[src/rtl/panel_mode_regs.vh]
// register map, field positions, reset values and timing of the panel mode controller
// assumes a 50 MHz system clock and a 32-bit classic Wishbone register port
`ifndef PANEL_MODE_REGS_VH
`define PANEL_MODE_REGS_VH
`define CTRL_OFS 8'h00
`define LAYER_OFS 8'h04
`define ROLE_LO_OFS 8'h08
`define ROLE_HI_OFS 8'h0C
`define STAT_OFS 8'h10
`define CTRL_ADDR_LSB 0
`define CTRL_PRIO_LSB 8
`define CTRL_METH_BIT 12
`define CTRL_DLAY_LSB 16
`define CTRL_DTGT_LSB 24
`define CTRL_RST 32'h0000_0001
`define LAYER_RST 8'hFF
`define ROLE_RST 24'h00_0000
`define ADDR_MIN 8'h01
`define ADDR_MAX 8'h80
`define ROLE_SRC 3'h0
`define ROLE_SSRC 3'h1
`define ROLE_TGT 3'h2
`define ROLE_STGT 3'h3
`define ROLE_MAC 3'h4
`define ROLE_SMAC 3'h5
`define ROLE_CAT 3'h6
`define REQ_SWITCH 2'h0
`define REQ_TARGET 2'h1
`define REQ_MACRO 2'h2
`define REQ_STORE 2'h3
`define EVERY_LAYER 4'h8
`define CLK_HZ 50000000
`define HOLD_MS 1000
`define HALF_MS 500
`define HOLD_CYC 26'h2FA_F080
`define HALF_CYC 25'h17D_7840
`endif

[src/rtl/key_press_timer.v]
// classifies one function key press as short or long, reported at release
// assumes keyIn is debounced and synchronous to ref_clk
`timescale 1ns/1ps
module key_press_timer #(
    parameter [25:0] HOLD_CYC = 26'd50000000
) (
    input wire ref_clk,
    input wire rst_n,
    input wire keyIn,
    output reg shortPress,
    output reg longPress
);
    reg [25:0] cnt_r;
    reg keyPrev_r;
    always @(posedge ref_clk) begin
        if (!rst_n) begin
            cnt_r <= 26'h000_0000;
            keyPrev_r <= 1'b0;
            shortPress <= 1'b0;
            longPress <= 1'b0;
        end else begin
            keyPrev_r <= keyIn;
            shortPress <= keyPrev_r && !keyIn && (cnt_r < HOLD_CYC);
            longPress <= keyPrev_r && !keyIn && (cnt_r >= HOLD_CYC);
            if (!keyIn)
                cnt_r <= 26'h000_0000;
            else if (cnt_r != HOLD_CYC)
                cnt_r <= cnt_r + 26'd1;
        end
    end
endmodule // key_press_timer

[src/rtl/tick_gen.v]
// half-second tick and the matching blink level
// assumes one free-running system clock
`timescale 1ns/1ps
module tick_gen #(
    parameter [24:0] HALF_CYC = 25'd25000000
) (
    input wire ref_clk,
    input wire rst_n,
    output reg halfTick,
    output reg blink
);
    reg [24:0] cnt_r;
    always @(posedge ref_clk) begin
        if (!rst_n) begin
            cnt_r <= 25'h000_0000;
            halfTick <= 1'b0;
            blink <= 1'b0;
        end else if (cnt_r == HALF_CYC - 25'd1) begin
            cnt_r <= 25'h000_0000;
            halfTick <= 1'b1;
            blink <= !blink;
        end else begin
            cnt_r <= cnt_r + 25'd1;
            halfTick <= 1'b0;
        end
    end
endmodule // tick_gen

[src/rtl/panel_mode_ctrl.v]
// operating-mode controller of a routing panel: keys, modes, LEDs, requests
// assumes synchronous debounced keys, one-cycle data key and knob pulses,
// and a system controller that takes reqValid pulses without back-pressure
// Summary of operation
// - sixteen data keys, each with a configured three-bit role
// - function key held under one second is short, over is long
// - function keys toggle: same press class again turns the function off
// - direct mode is default; source key sends a switch request at once
// - in direct mode without layer select, layer LED off for every layer, blinks for breakaway
// - direct mode target key changes target, macro key runs macro
// - staging key enters staging, lit; sources load staged; commit switches
// - staging keeps every data key LED dark
// - short layer key enables layer select; knob then moves only the layer
// - staging with layer select loads source on the chosen layer only
// - one breakaway layer at most; none means every layer
// - long erase key after valid selection enters save; soft keys by kind
// - save LED blinks; ends on store or long press; short clears selection
// - short target-macro key toggles target select, lit; target taken at once
// - target select without staging lights target keys matching the controlled target
// - long target-macro key toggles macro select, blinks; commit runs macro
// - long commit key toggles alternate: swap sources each half second
// - panel address 1 to 128 must equal the rear switch
// - every-layer status by group or by default status layer, configurable
// - layers outside the layer list are never used as breakaway layer
// - after reset the default target group is controlled
`timescale 1ns/1ps
`include "panel_mode_regs.vh"
module panel_mode_ctrl #(
    parameter [25:0] HOLD_CYC = `HOLD_CYC,
    parameter [24:0] HALF_CYC = `HALF_CYC
) (
    input wire ref_clk,
    input wire rst_n,
    input wire [7:0] wb_adr_i,
    input wire [31:0] wb_dat_i,
    output reg [31:0] wb_dat_o,
    input wire wb_we_i,
    input wire [3:0] wb_sel_i,
    input wire wb_cyc_i,
    input wire wb_stb_i,
    output reg wb_ack_o,
    input wire [5:0] fnKey,
    input wire [15:0] dataKeyPress,
    input wire knobStep,
    input wire knobDir,
    input wire [7:0] addrSwitch,
    input wire [31:0] layerStatus,
    output reg reqValid,
    output reg [1:0] reqKind,
    output reg [3:0] reqValue,
    output reg [3:0] reqLayer,
    output reg [3:0] reqTarget,
    output reg [5:0] fnLed,
    output reg [15:0] dataLed,
    output reg [7:0] panelAddr,
    output reg [1:0] panelPriority,
    output reg addrOk
);
    localparam FK_STAGE = 0;
    localparam FK_LAYER = 1;
    localparam FK_SAVE = 2;
    localparam FK_TM = 3;
    localparam FK_COMMIT = 4;

    // ----------------------------------------
    // registers and mode state
    // ----------------------------------------
    reg [31:0] ctrl_r;
    reg [7:0] layerList_r;
    reg [23:0] roleLo_r;
    reg [23:0] roleHi_r;
    reg stage_r, layerMode_r, save_r, tgtSel_r, macSel_r, alt_r;
    reg boot_r;
    reg [3:0] layerPos_r;
    reg [3:0] target_r, online_r, staged_r, macro_r;
    reg stagedOk_r, macroOk_r;
    wire [5:0] shortP;
    wire [5:0] longP;
    wire halfTick, blink;

    // ----------------------------------------
    // key timing and blink
    // ----------------------------------------
    genvar g;
    generate
        for (g = 0; g < 6; g = g + 1) begin : fk
            key_press_timer #(.HOLD_CYC(HOLD_CYC)) u_kt (
                .ref_clk(ref_clk),
                .rst_n(rst_n),
                .keyIn(fnKey[g]),
                .shortPress(shortP[g]),
                .longPress(longP[g])
            );
        end
    endgenerate

    tick_gen #(.HALF_CYC(HALF_CYC)) u_tick (
        .ref_clk(ref_clk),
        .rst_n(rst_n),
        .halfTick(halfTick),
        .blink(blink)
    );

    // ----------------------------------------
    // decode
    // ----------------------------------------
    wire [47:0] roles = {roleHi_r, roleLo_r};
    wire direct = !(stage_r || save_r || tgtSel_r || macSel_r || alt_r);
    wire breakaway = !layerPos_r[3] && layerList_r[layerPos_r[2:0]];
    wire [3:0] layerEff = breakaway ? layerPos_r : `EVERY_LAYER;
    wire [2:0] dfltLay = ctrl_r[`CTRL_DLAY_LSB +: 3];
    wire selOk = stagedOk_r || tgtSel_r || (macSel_r && macroOk_r);
    reg [3:0] keyIdx;
    reg keyHit;
    reg [2:0] role;
    reg [3:0] nxtLayer;
    reg [3:0] srch;
    reg found;
    reg [3:0] statSrc;
    integer i, j, k;

    function [3:0] stepPos;
        input [3:0] p;
        input up;
        begin
            if (up)
                stepPos = (p == 4'h8) ? 4'h0 : p + 4'h1;
            else
                stepPos = (p == 4'h0) ? 4'h8 : p - 4'h1;
        end
    endfunction

    function [31:0] merge;
        input [31:0] old;
        input [31:0] nw;
        input [3:0] sel;
        integer b;
        begin
            merge = old;
            for (b = 0; b < 4; b = b + 1)
                if (sel[b])
                    merge[b*8 +: 8] = nw[b*8 +: 8];
        end
    endfunction

    always @* begin
        keyIdx = 4'h0;
        keyHit = 1'b0;
        for (j = 15; j >= 0; j = j - 1)
            if (dataKeyPress[j]) begin
                keyIdx = j[3:0];
                keyHit = 1'b1;
            end
        role = roles[keyIdx*3 +: 3];
    end

    // knob walks only over listed layers plus the every-layer position
    always @* begin
        nxtLayer = layerPos_r;
        srch = layerPos_r;
        found = 1'b0;
        for (k = 0; k < 9; k = k + 1) begin
            srch = stepPos(srch, knobDir);
            if (!found && (srch[3] || layerList_r[srch[2:0]])) begin
                nxtLayer = srch;
                found = 1'b1;
            end
        end
    end

    always @* begin
        if (!layerEff[3])
            statSrc = layerStatus[layerEff[2:0]*4 +: 4];
        else if (ctrl_r[`CTRL_METH_BIT])
            statSrc = layerStatus[dfltLay*4 +: 4];
        else
            statSrc = online_r;
    end

    // ----------------------------------------
    // Wishbone slave
    // ----------------------------------------
    wire wbReq = wb_cyc_i && wb_stb_i && !wb_ack_o;
    wire [31:0] statWord = {2'h0, macroOk_r, macro_r, stagedOk_r, staged_r,
        online_r, target_r, layerPos_r, addrOk, direct, alt_r, macSel_r,
        tgtSel_r, save_r, layerMode_r, stage_r};
    wire [31:0] roleLoNew = merge({8'h00, roleLo_r}, wb_dat_i, wb_sel_i);
    wire [31:0] roleHiNew = merge({8'h00, roleHi_r}, wb_dat_i, wb_sel_i);

    always @(posedge ref_clk) begin
        if (!rst_n) begin
            wb_ack_o <= 1'b0;
            wb_dat_o <= 32'h0000_0000;
            ctrl_r <= `CTRL_RST;
            layerList_r <= `LAYER_RST;
            roleLo_r <= `ROLE_RST;
            roleHi_r <= `ROLE_RST;
        end else begin
            wb_ack_o <= wbReq;
            wb_dat_o <= 32'h0000_0000;
            if (wbReq) begin
                case (wb_adr_i)
                    `CTRL_OFS: wb_dat_o <= ctrl_r;
                    `LAYER_OFS: wb_dat_o <= {24'h00_0000, layerList_r};
                    `ROLE_LO_OFS: wb_dat_o <= {8'h00, roleLo_r};
                    `ROLE_HI_OFS: wb_dat_o <= {8'h00, roleHi_r};
                    `STAT_OFS: wb_dat_o <= statWord;
                    default: wb_dat_o <= 32'h0000_0000;
                endcase
                if (wb_we_i) begin
                    case (wb_adr_i)
                        `CTRL_OFS: ctrl_r <= merge(ctrl_r, wb_dat_i, wb_sel_i);
                        `LAYER_OFS: if (wb_sel_i[0]) layerList_r <= wb_dat_i[7:0];
                        `ROLE_LO_OFS: roleLo_r <= roleLoNew[23:0];
                        `ROLE_HI_OFS: roleHi_r <= roleHiNew[23:0];
                        default: ;
                    endcase
                end
            end
        end
    end

    // ----------------------------------------
    // modes and requests
    // ----------------------------------------
    always @(posedge ref_clk) begin
        if (!rst_n) begin
            stage_r <= 1'b0;
            layerMode_r <= 1'b0;
            save_r <= 1'b0;
            tgtSel_r <= 1'b0;
            macSel_r <= 1'b0;
            alt_r <= 1'b0;
            boot_r <= 1'b1;
            layerPos_r <= `EVERY_LAYER;
            target_r <= 4'h0;
            online_r <= 4'h0;
            staged_r <= 4'h0;
            macro_r <= 4'h0;
            stagedOk_r <= 1'b0;
            macroOk_r <= 1'b0;
            reqValid <= 1'b0;
            reqKind <= `REQ_SWITCH;
            reqValue <= 4'h0;
            reqLayer <= `EVERY_LAYER;
            reqTarget <= 4'h0;
        end else begin
            reqValid <= 1'b0;
            boot_r <= 1'b0;
            if (boot_r)
                target_r <= ctrl_r[`CTRL_DTGT_LSB +: 4];
            if (knobStep && layerMode_r)
                layerPos_r <= nxtLayer;
            if (shortP[FK_LAYER])
                layerMode_r <= !layerMode_r;
            // one request per cycle: alternate tick, then function keys, then data keys
            if (alt_r && halfTick) begin
                reqValid <= 1'b1;
                reqKind <= `REQ_SWITCH;
                reqValue <= staged_r;
                reqLayer <= layerEff;
                reqTarget <= target_r;
                staged_r <= online_r;
                online_r <= staged_r;
            end else if (shortP[FK_STAGE]) begin
                stage_r <= !stage_r;
            end else if (longP[FK_SAVE]) begin
                if (save_r)
                    save_r <= 1'b0;
                else if (selOk)
                    save_r <= 1'b1;
            end else if (shortP[FK_SAVE]) begin
                stagedOk_r <= 1'b0;
                macroOk_r <= 1'b0;
            end else if (shortP[FK_TM]) begin
                tgtSel_r <= !tgtSel_r;
                macSel_r <= 1'b0;
            end else if (longP[FK_TM]) begin
                macSel_r <= !macSel_r;
                tgtSel_r <= 1'b0;
            end else if (longP[FK_COMMIT]) begin
                alt_r <= !alt_r && stagedOk_r;
            end else if (shortP[FK_COMMIT]) begin
                if (alt_r)
                    alt_r <= 1'b0;
                else if (macSel_r && macroOk_r) begin
                    reqValid <= 1'b1;
                    reqKind <= `REQ_MACRO;
                    reqValue <= macro_r;
                end else if (stagedOk_r) begin
                    reqValid <= 1'b1;
                    reqKind <= `REQ_SWITCH;
                    reqValue <= staged_r;
                    reqLayer <= layerEff;
                    reqTarget <= target_r;
                    staged_r <= online_r;
                    online_r <= staged_r;
                end
            end else if (keyHit) begin
                case (role)
                    `ROLE_SRC, `ROLE_SSRC: begin
                        if (save_r && role == `ROLE_SSRC && stagedOk_r) begin
                            reqValid <= 1'b1;
                            reqKind <= `REQ_STORE;
                            reqValue <= keyIdx;
                            reqTarget <= staged_r;
                            save_r <= 1'b0;
                        end else if (stage_r && !save_r) begin
                            staged_r <= keyIdx;
                            stagedOk_r <= 1'b1;
                            reqLayer <= layerMode_r ? layerEff : `EVERY_LAYER;
                        end else if (direct) begin
                            reqValid <= 1'b1;
                            reqKind <= `REQ_SWITCH;
                            reqValue <= keyIdx;
                            reqLayer <= layerEff;
                            reqTarget <= target_r;
                            online_r <= keyIdx;
                        end
                    end
                    `ROLE_TGT, `ROLE_STGT: begin
                        if (save_r && role == `ROLE_STGT) begin
                            reqValid <= 1'b1;
                            reqKind <= `REQ_STORE;
                            reqValue <= keyIdx;
                            reqTarget <= target_r;
                            save_r <= 1'b0;
                        end else if (direct || tgtSel_r) begin
                            target_r <= keyIdx;
                            reqValid <= 1'b1;
                            reqKind <= `REQ_TARGET;
                            reqValue <= keyIdx;
                            reqTarget <= keyIdx;
                        end
                    end
                    `ROLE_MAC, `ROLE_SMAC: begin
                        if (save_r && role == `ROLE_SMAC && macroOk_r) begin
                            reqValid <= 1'b1;
                            reqKind <= `REQ_STORE;
                            reqValue <= keyIdx;
                            reqTarget <= macro_r;
                            save_r <= 1'b0;
                        end else if (macSel_r) begin
                            macro_r <= keyIdx;
                            macroOk_r <= 1'b1;
                        end else if (direct) begin
                            reqValid <= 1'b1;
                            reqKind <= `REQ_MACRO;
                            reqValue <= keyIdx;
                        end
                    end
                    default: ;
                endcase
            end
        end
    end

    // ----------------------------------------
    // LEDs and configuration outputs
    // ----------------------------------------
    always @(posedge ref_clk) begin
        if (!rst_n) begin
            fnLed <= 6'h00;
            dataLed <= 16'h0000;
            panelAddr <= `ADDR_MIN;
            panelPriority <= 2'h0;
            addrOk <= 1'b0;
        end else begin
            fnLed[FK_STAGE] <= stage_r;
            fnLed[FK_LAYER] <= layerMode_r || (breakaway && blink);
            fnLed[FK_SAVE] <= save_r && blink;
            fnLed[FK_TM] <= tgtSel_r || (macSel_r && blink);
            fnLed[FK_COMMIT] <= alt_r && blink;
            fnLed[5] <= 1'b0;
            for (i = 0; i < 16; i = i + 1) begin
                if (stage_r || macSel_r)
                    dataLed[i] <= 1'b0;
                else if (tgtSel_r)
                    dataLed[i] <= (roles[i*3 +: 3] == `ROLE_TGT || roles[i*3 +: 3] == `ROLE_STGT)
                        && target_r == i[3:0];
                else
                    dataLed[i] <= direct && (roles[i*3 +: 3] == `ROLE_SRC || roles[i*3 +: 3] == `ROLE_SSRC)
                        && statSrc == i[3:0];
            end
            panelAddr <= ctrl_r[`CTRL_ADDR_LSB +: 8];
            panelPriority <= ctrl_r[`CTRL_PRIO_LSB +: 2];
            addrOk <= ctrl_r[7:0] >= `ADDR_MIN && ctrl_r[7:0] <= `ADDR_MAX
                && ctrl_r[7:0] == addrSwitch;
        end
    end
endmodule // panel_mode_ctrl

[config.mk]
export PLATFORM = sky130hd
export DESIGN_NAME = panel_mode_ctrl
export DESIGN_NICKNAME = d
export VERILOG_FILES = /design/src/rtl/key_press_timer.v /design/src/rtl/tick_gen.v /design/src/rtl/panel_mode_ctrl.v
export VERILOG_INCLUDE_DIRS = /design/src /design/src/rtl
export SDC_FILE = /design/constraint.sdc
export NUM_CORES = 1
export LEC_CHECK = 0
export CAP_MARGIN = 20
export CORE_ASPECT_RATIO = 1.5
export CORE_MARGIN = 1.5
export CORE_UTILIZATION = 35
export CTS_CLUSTER_DIAMETER = 40
export DETAILED_ROUTE_END_ITERATION = 8
export DONT_BUFFER_PORTS = 1
export PLACE_DENSITY = 0.57
export SLEW_MARGIN = 20
export SYNTH_ARGS = -nofsm -noshare
export SYNTH_HDL_FRONTEND = slang
export SYNTH_SLANG_ARGS = --single-unit
export TNS_END_PERCENT = 10
[constraint.sdc]
create_clock -name ref_clk -period 28.7 [get_ports ref_clk]
set_clock_uncertainty 0.1 [all_clocks]
set_input_delay 5.74 -clock ref_clk [delete_from_list [all_inputs] [get_ports ref_clk]]
set_output_delay 5.74 -clock ref_clk [all_outputs]
set_load 0.03 [all_outputs]
-- Yosys cells after proc, flatten, opt, wreduce, memory -nomap -nowiden
Index checks and enable logic that the tools add are counted.
- flip-flop bits (word level): 368
- latch bits: 0
- memory bits (writable): 0
- memory bits (read-only): 0
- input bits: 113
- output and inout port bits: 81
- logic and storage cells: 791
- memories kept: 0
- $add $sub $neg: 24
- multipliers: 1
- div/mod/pow operators: 0
- $lt $le $gt $ge: 20
- equality and inequality tests: 143
- shifts and indexed selects: 3
- muxes and demuxes: 287
- bitwise operators: 10
- reduce and logical (&&, ||, !) cells: 244
- operators by type and width (cell ; count):
    4-bit two-way mux ; 151
    32-bit one-hot mux with 5 select lines ; 1
    26-bit by 1-bit adder with 26-bit output (second input constant) ; 5
    26-bit < comparator (second input constant) ; 5
    26-bit != test (second input constant) ; 5
    1-bit two-way mux ; 107
    3-bit by 2-bit == test with 1-bit output (second input constant) ; 34
    4-bit == test (second input constant) ; 25
    1-bit logical AND ; 88
    26-bit greater-or-equal comparator (second input constant) ; 3
    32-bit by 6-bit indexed part select with 4-bit output ; 2
    3-bit by 1-bit == test with 1-bit output (second input constant) ; 17
    3-bit zero test ; 17
    1-bit logical OR ; 51
    48-bit by 7-bit indexed part select with 3-bit output ; 1
    4-bit zero test ; 11
    4-bit AND reduction ; 11
    3-bit by 4-bit < comparator with 1-bit output (second input constant) ; 10
    13-bit AND reduction ; 3
    4-bit by 1-bit adder with 4-bit output (second input constant) ; 9
    4-bit by 1-bit subtractor with 4-bit output (second input constant) ; 9
    4-bit by 3-bit == test with 1-bit output (second input constant) ; 8
    2-bit != test (second input constant) ; 16
    1-bit binary-select mux with 3-bit select ; 10
    40 further kinds ; 133

-- Longest topological paths before layout
- depth after elaboration: 33
- gate-level depth with buffers: 52
- gate-level depth less buffers: 43

-- Cells and area by module
Synthesis repeated with hierarchy kept, for this count alone.
- cell total of the unflattened synthesis: 2636
- area total of the unflattened synthesis: 21954.8 µm²
- by module, submodules not included (module ; instances ; cells each ; area an instance (µm²) ; sequential area each (µm²)):
    panel_mode_ctrl ; 1 ; 1650 ; 13531.7 ; 3943.8
    key_press_timer at fk[0].u_kt ... ; 4 ; 173 ; 1455.1 ; 580.6
    key_press_timer at fk[4].u_kt ; 1 ; 152 ; 1350.0 ; 580.6
    tick_gen ; 1 ; 142 ; 1252.5 ; 540.5

-- Worst setup path after synthesis
OpenSTA, ideal clock, no wires.
- path kind: in2reg
- start: input knobDir
- end: register layerPos_r[0]
- setup time: 0.059 ns
- arrival: 14.663 ns
- data required time: 28.541 ns
- setup slack: 13.878 ns
- stages: 44
- path buffers: 8
- cells stage by stage: buf_6 > buf_2 > nand2_1 > o31a_1 > buf_2 > ha_1 > clkbuf_1 > o21a_2 > o21ai_1 > a21oi_1 > ha_1 > clkbuf_1 > nand3_1 > a21bo_1 > buf_4 > inv_2 > ha_1 > o211a_1 > [8 not listed] > and2_1 > a21oi_2 > ha_1 > nand2_1 > o21bai_2 > or2_1 > clkbuf_1 > ha_1 > inv_1 > o41ai_2 > ha_1 > nand3_1 > mux2_2 > a311o_1 > mux2_2 > mux2i_4 > mux2_2 > nand2_1
- longest elaborated chain between the ends: 31
- elaborated cells on any way between the ends: 119
- those cells by class: 16 x add/sub; 8 x eq/ne; 60 x mux; 35 x reduce/logical
- ends and longest elaborated chain (element ; RTL line ; text):
    start: declaration ; panel_mode_ctrl.v:45 ; input wire knobDir,
    4-bit two-way mux ; panel_mode_ctrl.v:126 ; if (up)
    4-bit by 1-bit subtractor with 4-bit output (tied with other cells) ; panel_mode_ctrl.v:129 ; stepPos = (p == 4'h0) ? 4'h8 : p - 4'h1;
    4-bit two-way mux, on equally long branches ; panel_mode_ctrl.v:129, panel_mode_ctrl.v:127 ;
    4-bit two-way mux ; panel_mode_ctrl.v:126 ;
    4-bit by 1-bit subtractor with 4-bit output (tied with other cells) ; panel_mode_ctrl.v:129 ;
    4-bit two-way mux (tied with other cells) ; panel_mode_ctrl.v:129 ;
    4-bit two-way mux or 1-bit logical OR (tied branches) ; panel_mode_ctrl.v:126, panel_mode_ctrl.v:164 ;
    4-bit by 1-bit subtractor with 4-bit output (tied with other cells) ; panel_mode_ctrl.v:129 ;
    [15 not listed] ; -- ;
    4-bit two-way mux (tied with other cells) ; panel_mode_ctrl.v:129 ;
    4-bit two-way mux (tied with other cells) ; panel_mode_ctrl.v:126 ;
    1-bit binary-select mux with 3-bit select or 1-bit logical AND (tied branches) ; panel_mode_ctrl.v:164 ; if (!found && (srch[3] || layerList_r[srch[2:0]])) begin
    1-bit two-way mux (implied by the code) ; panel_mode_ctrl.v:164 ;
    1-bit logical OR or 1-bit zero test (tied branches) ; panel_mode_ctrl.v:164 ;
    1-bit logical AND ; panel_mode_ctrl.v:164 ;
    9-bit nonzero test (no source line) ; -- ;
    2-bit AND reduction (no source line) ; -- ;
    end signal: assignment ; panel_mode_ctrl.v:235 ; layerPos_r <= `EVERY_LAYER;
    end signal: assignment ; panel_mode_ctrl.v:253 ; layerPos_r <= nxtLayer;
    end: declaration ; panel_mode_ctrl.v:74 ; reg [3:0] layerPos_r;
Parallel ways exist; a longest one is shown, timed or not. The select of a mux whose other input is x is not followed.
A chain may end at the register's enable or synchronous reset.

-- Worst setup path in the final report
Ends and elaborated chain as after synthesis.

==> run_results.csv <==
group,metric,value,unit
outcome,status,"complete, no violations",
sta,rsz0062_at_grt,"false",
place,gp_congestion,0.945,
critical_path,critPathLaunchType,"input port",
place,port_buffers,0,
clock_tree,clkTransAtPathRegs,0.07,ns
floorplanning,initial_core_util,35.2,%
global_routing,grt_pass1_vias,17700,
synth,synth_fp_nets,2618,
floorplanning,dieArea,60700,um^2
synth,dominantRegCellSynth,"dfxtp_1",
synth,synth_fa_ha_area_share,1.75,%
final_layout,layout_common_cells,"377 x nor2_1, 367 x dfxtp_1, 206 x nand2_1",
global_routing,grt_pass1_wl,99500,um
global_routing,grt-ovfl-total,0,
final_layout,synthToLayoutAreaGrowth,11.0,%
drt,wire_per_inst,20.0,um
clock_tree,htree_levels,2,
synth,synth_xor_xnor_area_share,6.00,%
sta,slew_headroom,33.4,%
power_and_ir_drop,switching_share,37.8,%
synth,yosysTopAreaCell,"dfxtp_1",
drt,dr.first_iter.drc_count,1264,
critical_path,crit_type,"input port to register",
critical_path,critical_path_arrival,16.74,ns
clock_tree,cts_tree,"yes",
final_layout,mostFrequentLayoutCell,"nor2_1",
power_and_ir_drop,p_leak,8.32,nW
run,drv_cap,0,
global_routing,antenna_found_initial,3,
sta,fmaxAchievable,61.3,MHz
floorplanning,die_h,301,um
sta,hold_violations,0,
synth,async_flop_share,0,%
place,placed_area,21300,um^2
sta,setup_tns,0,ns
synth,ys_top_cells_by_area,"dfxtp_1 35%, mux2i_1 7.4%, nor2_1 6.8%",
synth,syn_inst,2476,
synth,synth_area,20700,um^2
global_routing,grt_max_degree,84,
power_and_ir_drop,irDropWorstVdd,0.0829,mV
final_layout,fillers,5892,
final_layout,layout-drive-gt1-share,9.92,%
synth,synth.mux.area_fraction,12.7,%
drt,dr.pass1.iters,6,
critical_path,cp_max_fo,83,
final_layout,fin_area,23000,um^2
critical_path,required,29.13,ns
power_and_ir_drop,power,1.83,mW
synth,synth_edf_count,0,
clock_tree,clkLatencyLatePin,0.60,ns
drt,drtAntennaViolNets,0,
synth,synth_top_family_by_area,"simple AND/OR/NAND/NOR gates",
power_and_ir_drop,power_frac_comb,37.5,%
synth,yosysUniqueCellTypes,117,
power_and_ir_drop,p_int,1.14,mW
floorplanning,core.rowCount,109,
synth,syn_avg_cell_area,8.37,um^2
floorplanning,ios,194,
clock_tree,cts_sinks,367,
power_and_ir_drop,seqPwrFrac,28.6,%
drt,drc,0,
drt,routed_wl,64700,um
critical_path,cpMaxStageDelayCell,"o41ai_2",
clock_tree,ctsResizeCount,0,
synth,ys_ff_latch,367,
critical_path,cp-end-kind,"register",
final_layout,diodes,0,
synth,synth_compound_area_share,15.6,%
critical_path,cp_common_cell,"ha_1",
drt,vias_per_cell,5.66,
sta,period_share,56.8,%
clock_tree,cts-root-buf,"clkbuf_16",
global_routing,grt_usage,20.7,%
floorplanning,core-area,58800,um^2
place,dp_hpwl,48200,um
power_and_ir_drop,power.density,79.8,nW/um^2
clock_tree,postCtsSetupBuffers,0,
synth,synth_simple_gate_area_share,24.5,%
sta,worstMarginPinSlew,0.994,ns
drt,vias,18300,
power_and_ir_drop,pwr-share-clk,33.9,%
clock_tree,clock_path_buffers,3,
synth,synth_warnings,0,
sta,drv_slew,0,
power_and_ir_drop,p_sw,0.693,mW
critical_path,cpPeakStageDelay,0.84,ns
clock_tree,cts_hold_buf,0,
synth,ys_seq_area_share,35.5,%
min_path,holdCritPathClass,"register to register",
sta,finalCriticalPeriod,16.31,ns
final_layout,final_nets,2552,
synth,synth_top_area_share,35.5,%
clock_tree,cts_made_buffers,48,
sta,setup_viol,0,
floorplanning,dieWidth,202,um
==> critical path: cells and delay by family <==
| kind | cells | cell delay, ns |
|---|---|---|
| mux | 4 | 1.21 |
| xor+xnor | 1 | 0.18 |
| simple gates | 9 | 1.46 |
| fa+ha+maj | 7 | 2.76 |
| compound gates | 12 | 4.77 |
| buf+inv | 3 | 0.48 |
==> cell type report <==
type / count / area [um^2] / area share, %
Tap cell: 777 / 972 / 4.23
Sequential cell: 367 / 7350 / 32.0
Timing Repair Buffer: 12 / 90.1 / 0.392
Inverter: 80 / 308 / 1.34
Clock inverter: 37 / 459 / 2.00
Multi-Input combinational cell: 1901 / 12600 / 54.7
Clock buffer: 52 / 1240 / 5.38
==> metal layers <==
layer	up-vias	share of wire [%]	GRT usage [%]
li1	8725	-	-
met1	8816	37	22.1
met2	574	51	37.8
met3	151	7.2	4.96
met4	4	5.1	10.8
met5	-	0.053	0
==> registers in the layout (all words and copies together) (netlist names), 5 cells and up <==
signal              flops
wb_dat_o               32
fnLed                   5
panelAddr               8
roleHi_r               24
ctrl_r                 32
fk.u_kt.keyPrev_r       5
dataLed                16
layerList_r             8
u_tick.cnt_r           25
fk.u_kt.cnt_r         130
roleLo_r               24
fk.u_kt.shortPress      5
==> cells by family after synthesis <==
family	after synthesis
and+or+nand+nor	1061
xor gates and xnor gates	142
other	1
AOI/OAI and AO/OA	448
muxes	220
buffers and inverters	208
adders and majority gates	29
DFF	367
==> worst paths after layout <==
| path | start | to | slack, ns | depth (start not counted) |
|---|---|---|---|---|
| worst max-delay path | knobDir | layerPos_r[0] | 12.39 | 36 |
| worst min-delay path | fk[1].u_kt.keyPrev_r | fk[1].u_kt.shortPress | 0.36 | 2 |
| worst max register to register | layerPos_r[1] | layerPos_r[0] | 16.25 | 38 |
| worst min register to register | fk[1].u_kt.keyPrev_r | fk[1].u_kt.shortPress | 0.36 | 2 |
==> synthesized netlist by cell type (8+ instances only) <==
cell	number
clkbuf_1	102
nand2_1	206
nor3_1	73
and2_1	37
a21oi_1	127
nor2_1	378
o211ai_1	13
a211oi_1	22
or3_1	32
or2_2	10
nand2b_1	10
mux2_2	37
xor2_1	100
and3_1	62
ha_1	29
nor4_1	25
mux2i_1	153
o21ai_1	18
o21a_1	11
nor3b_1	11
a222oi_1	17
dfxtp_1	367
buf_2	14
nor4b_1	8
nand4_1	34
xnor2_1	42
a31oi_1	28
mux4_2	29
a22oi_1	19
inv_1	69
nand3_1	110
o21ai_0	65
nor2b_1	27
==> power groups by stage <==
stage,Sequential [mW],Combinational [mW],Clock [mW]
2_1_floorplan,0.532,0.563,0
3_3_place_gp,0.535,0.664,0
3_5_place_dp,0.535,0.678,0
4_1_cts,0.524,0.679,0.638
5_1_grt,0.524,0.753,0.660
6_report,0.524,0.688,0.623
==> per-stage QoR <==
step                      std cells  setup slack [ns]  hold WS (ns)  util, %
after global placement         3137             12.21         0.344     36.2
after floorplan                2476             13.88         0.314        -
after CTS                      3226             12.65         0.364     39.1
after detailed placement       3137             12.08         0.351     36.2
final                          3226             12.39         0.355     39.1
after global routing           3226             11.60         0.383     39.1
No activity file was read; power rests on OpenSTA's default activity.
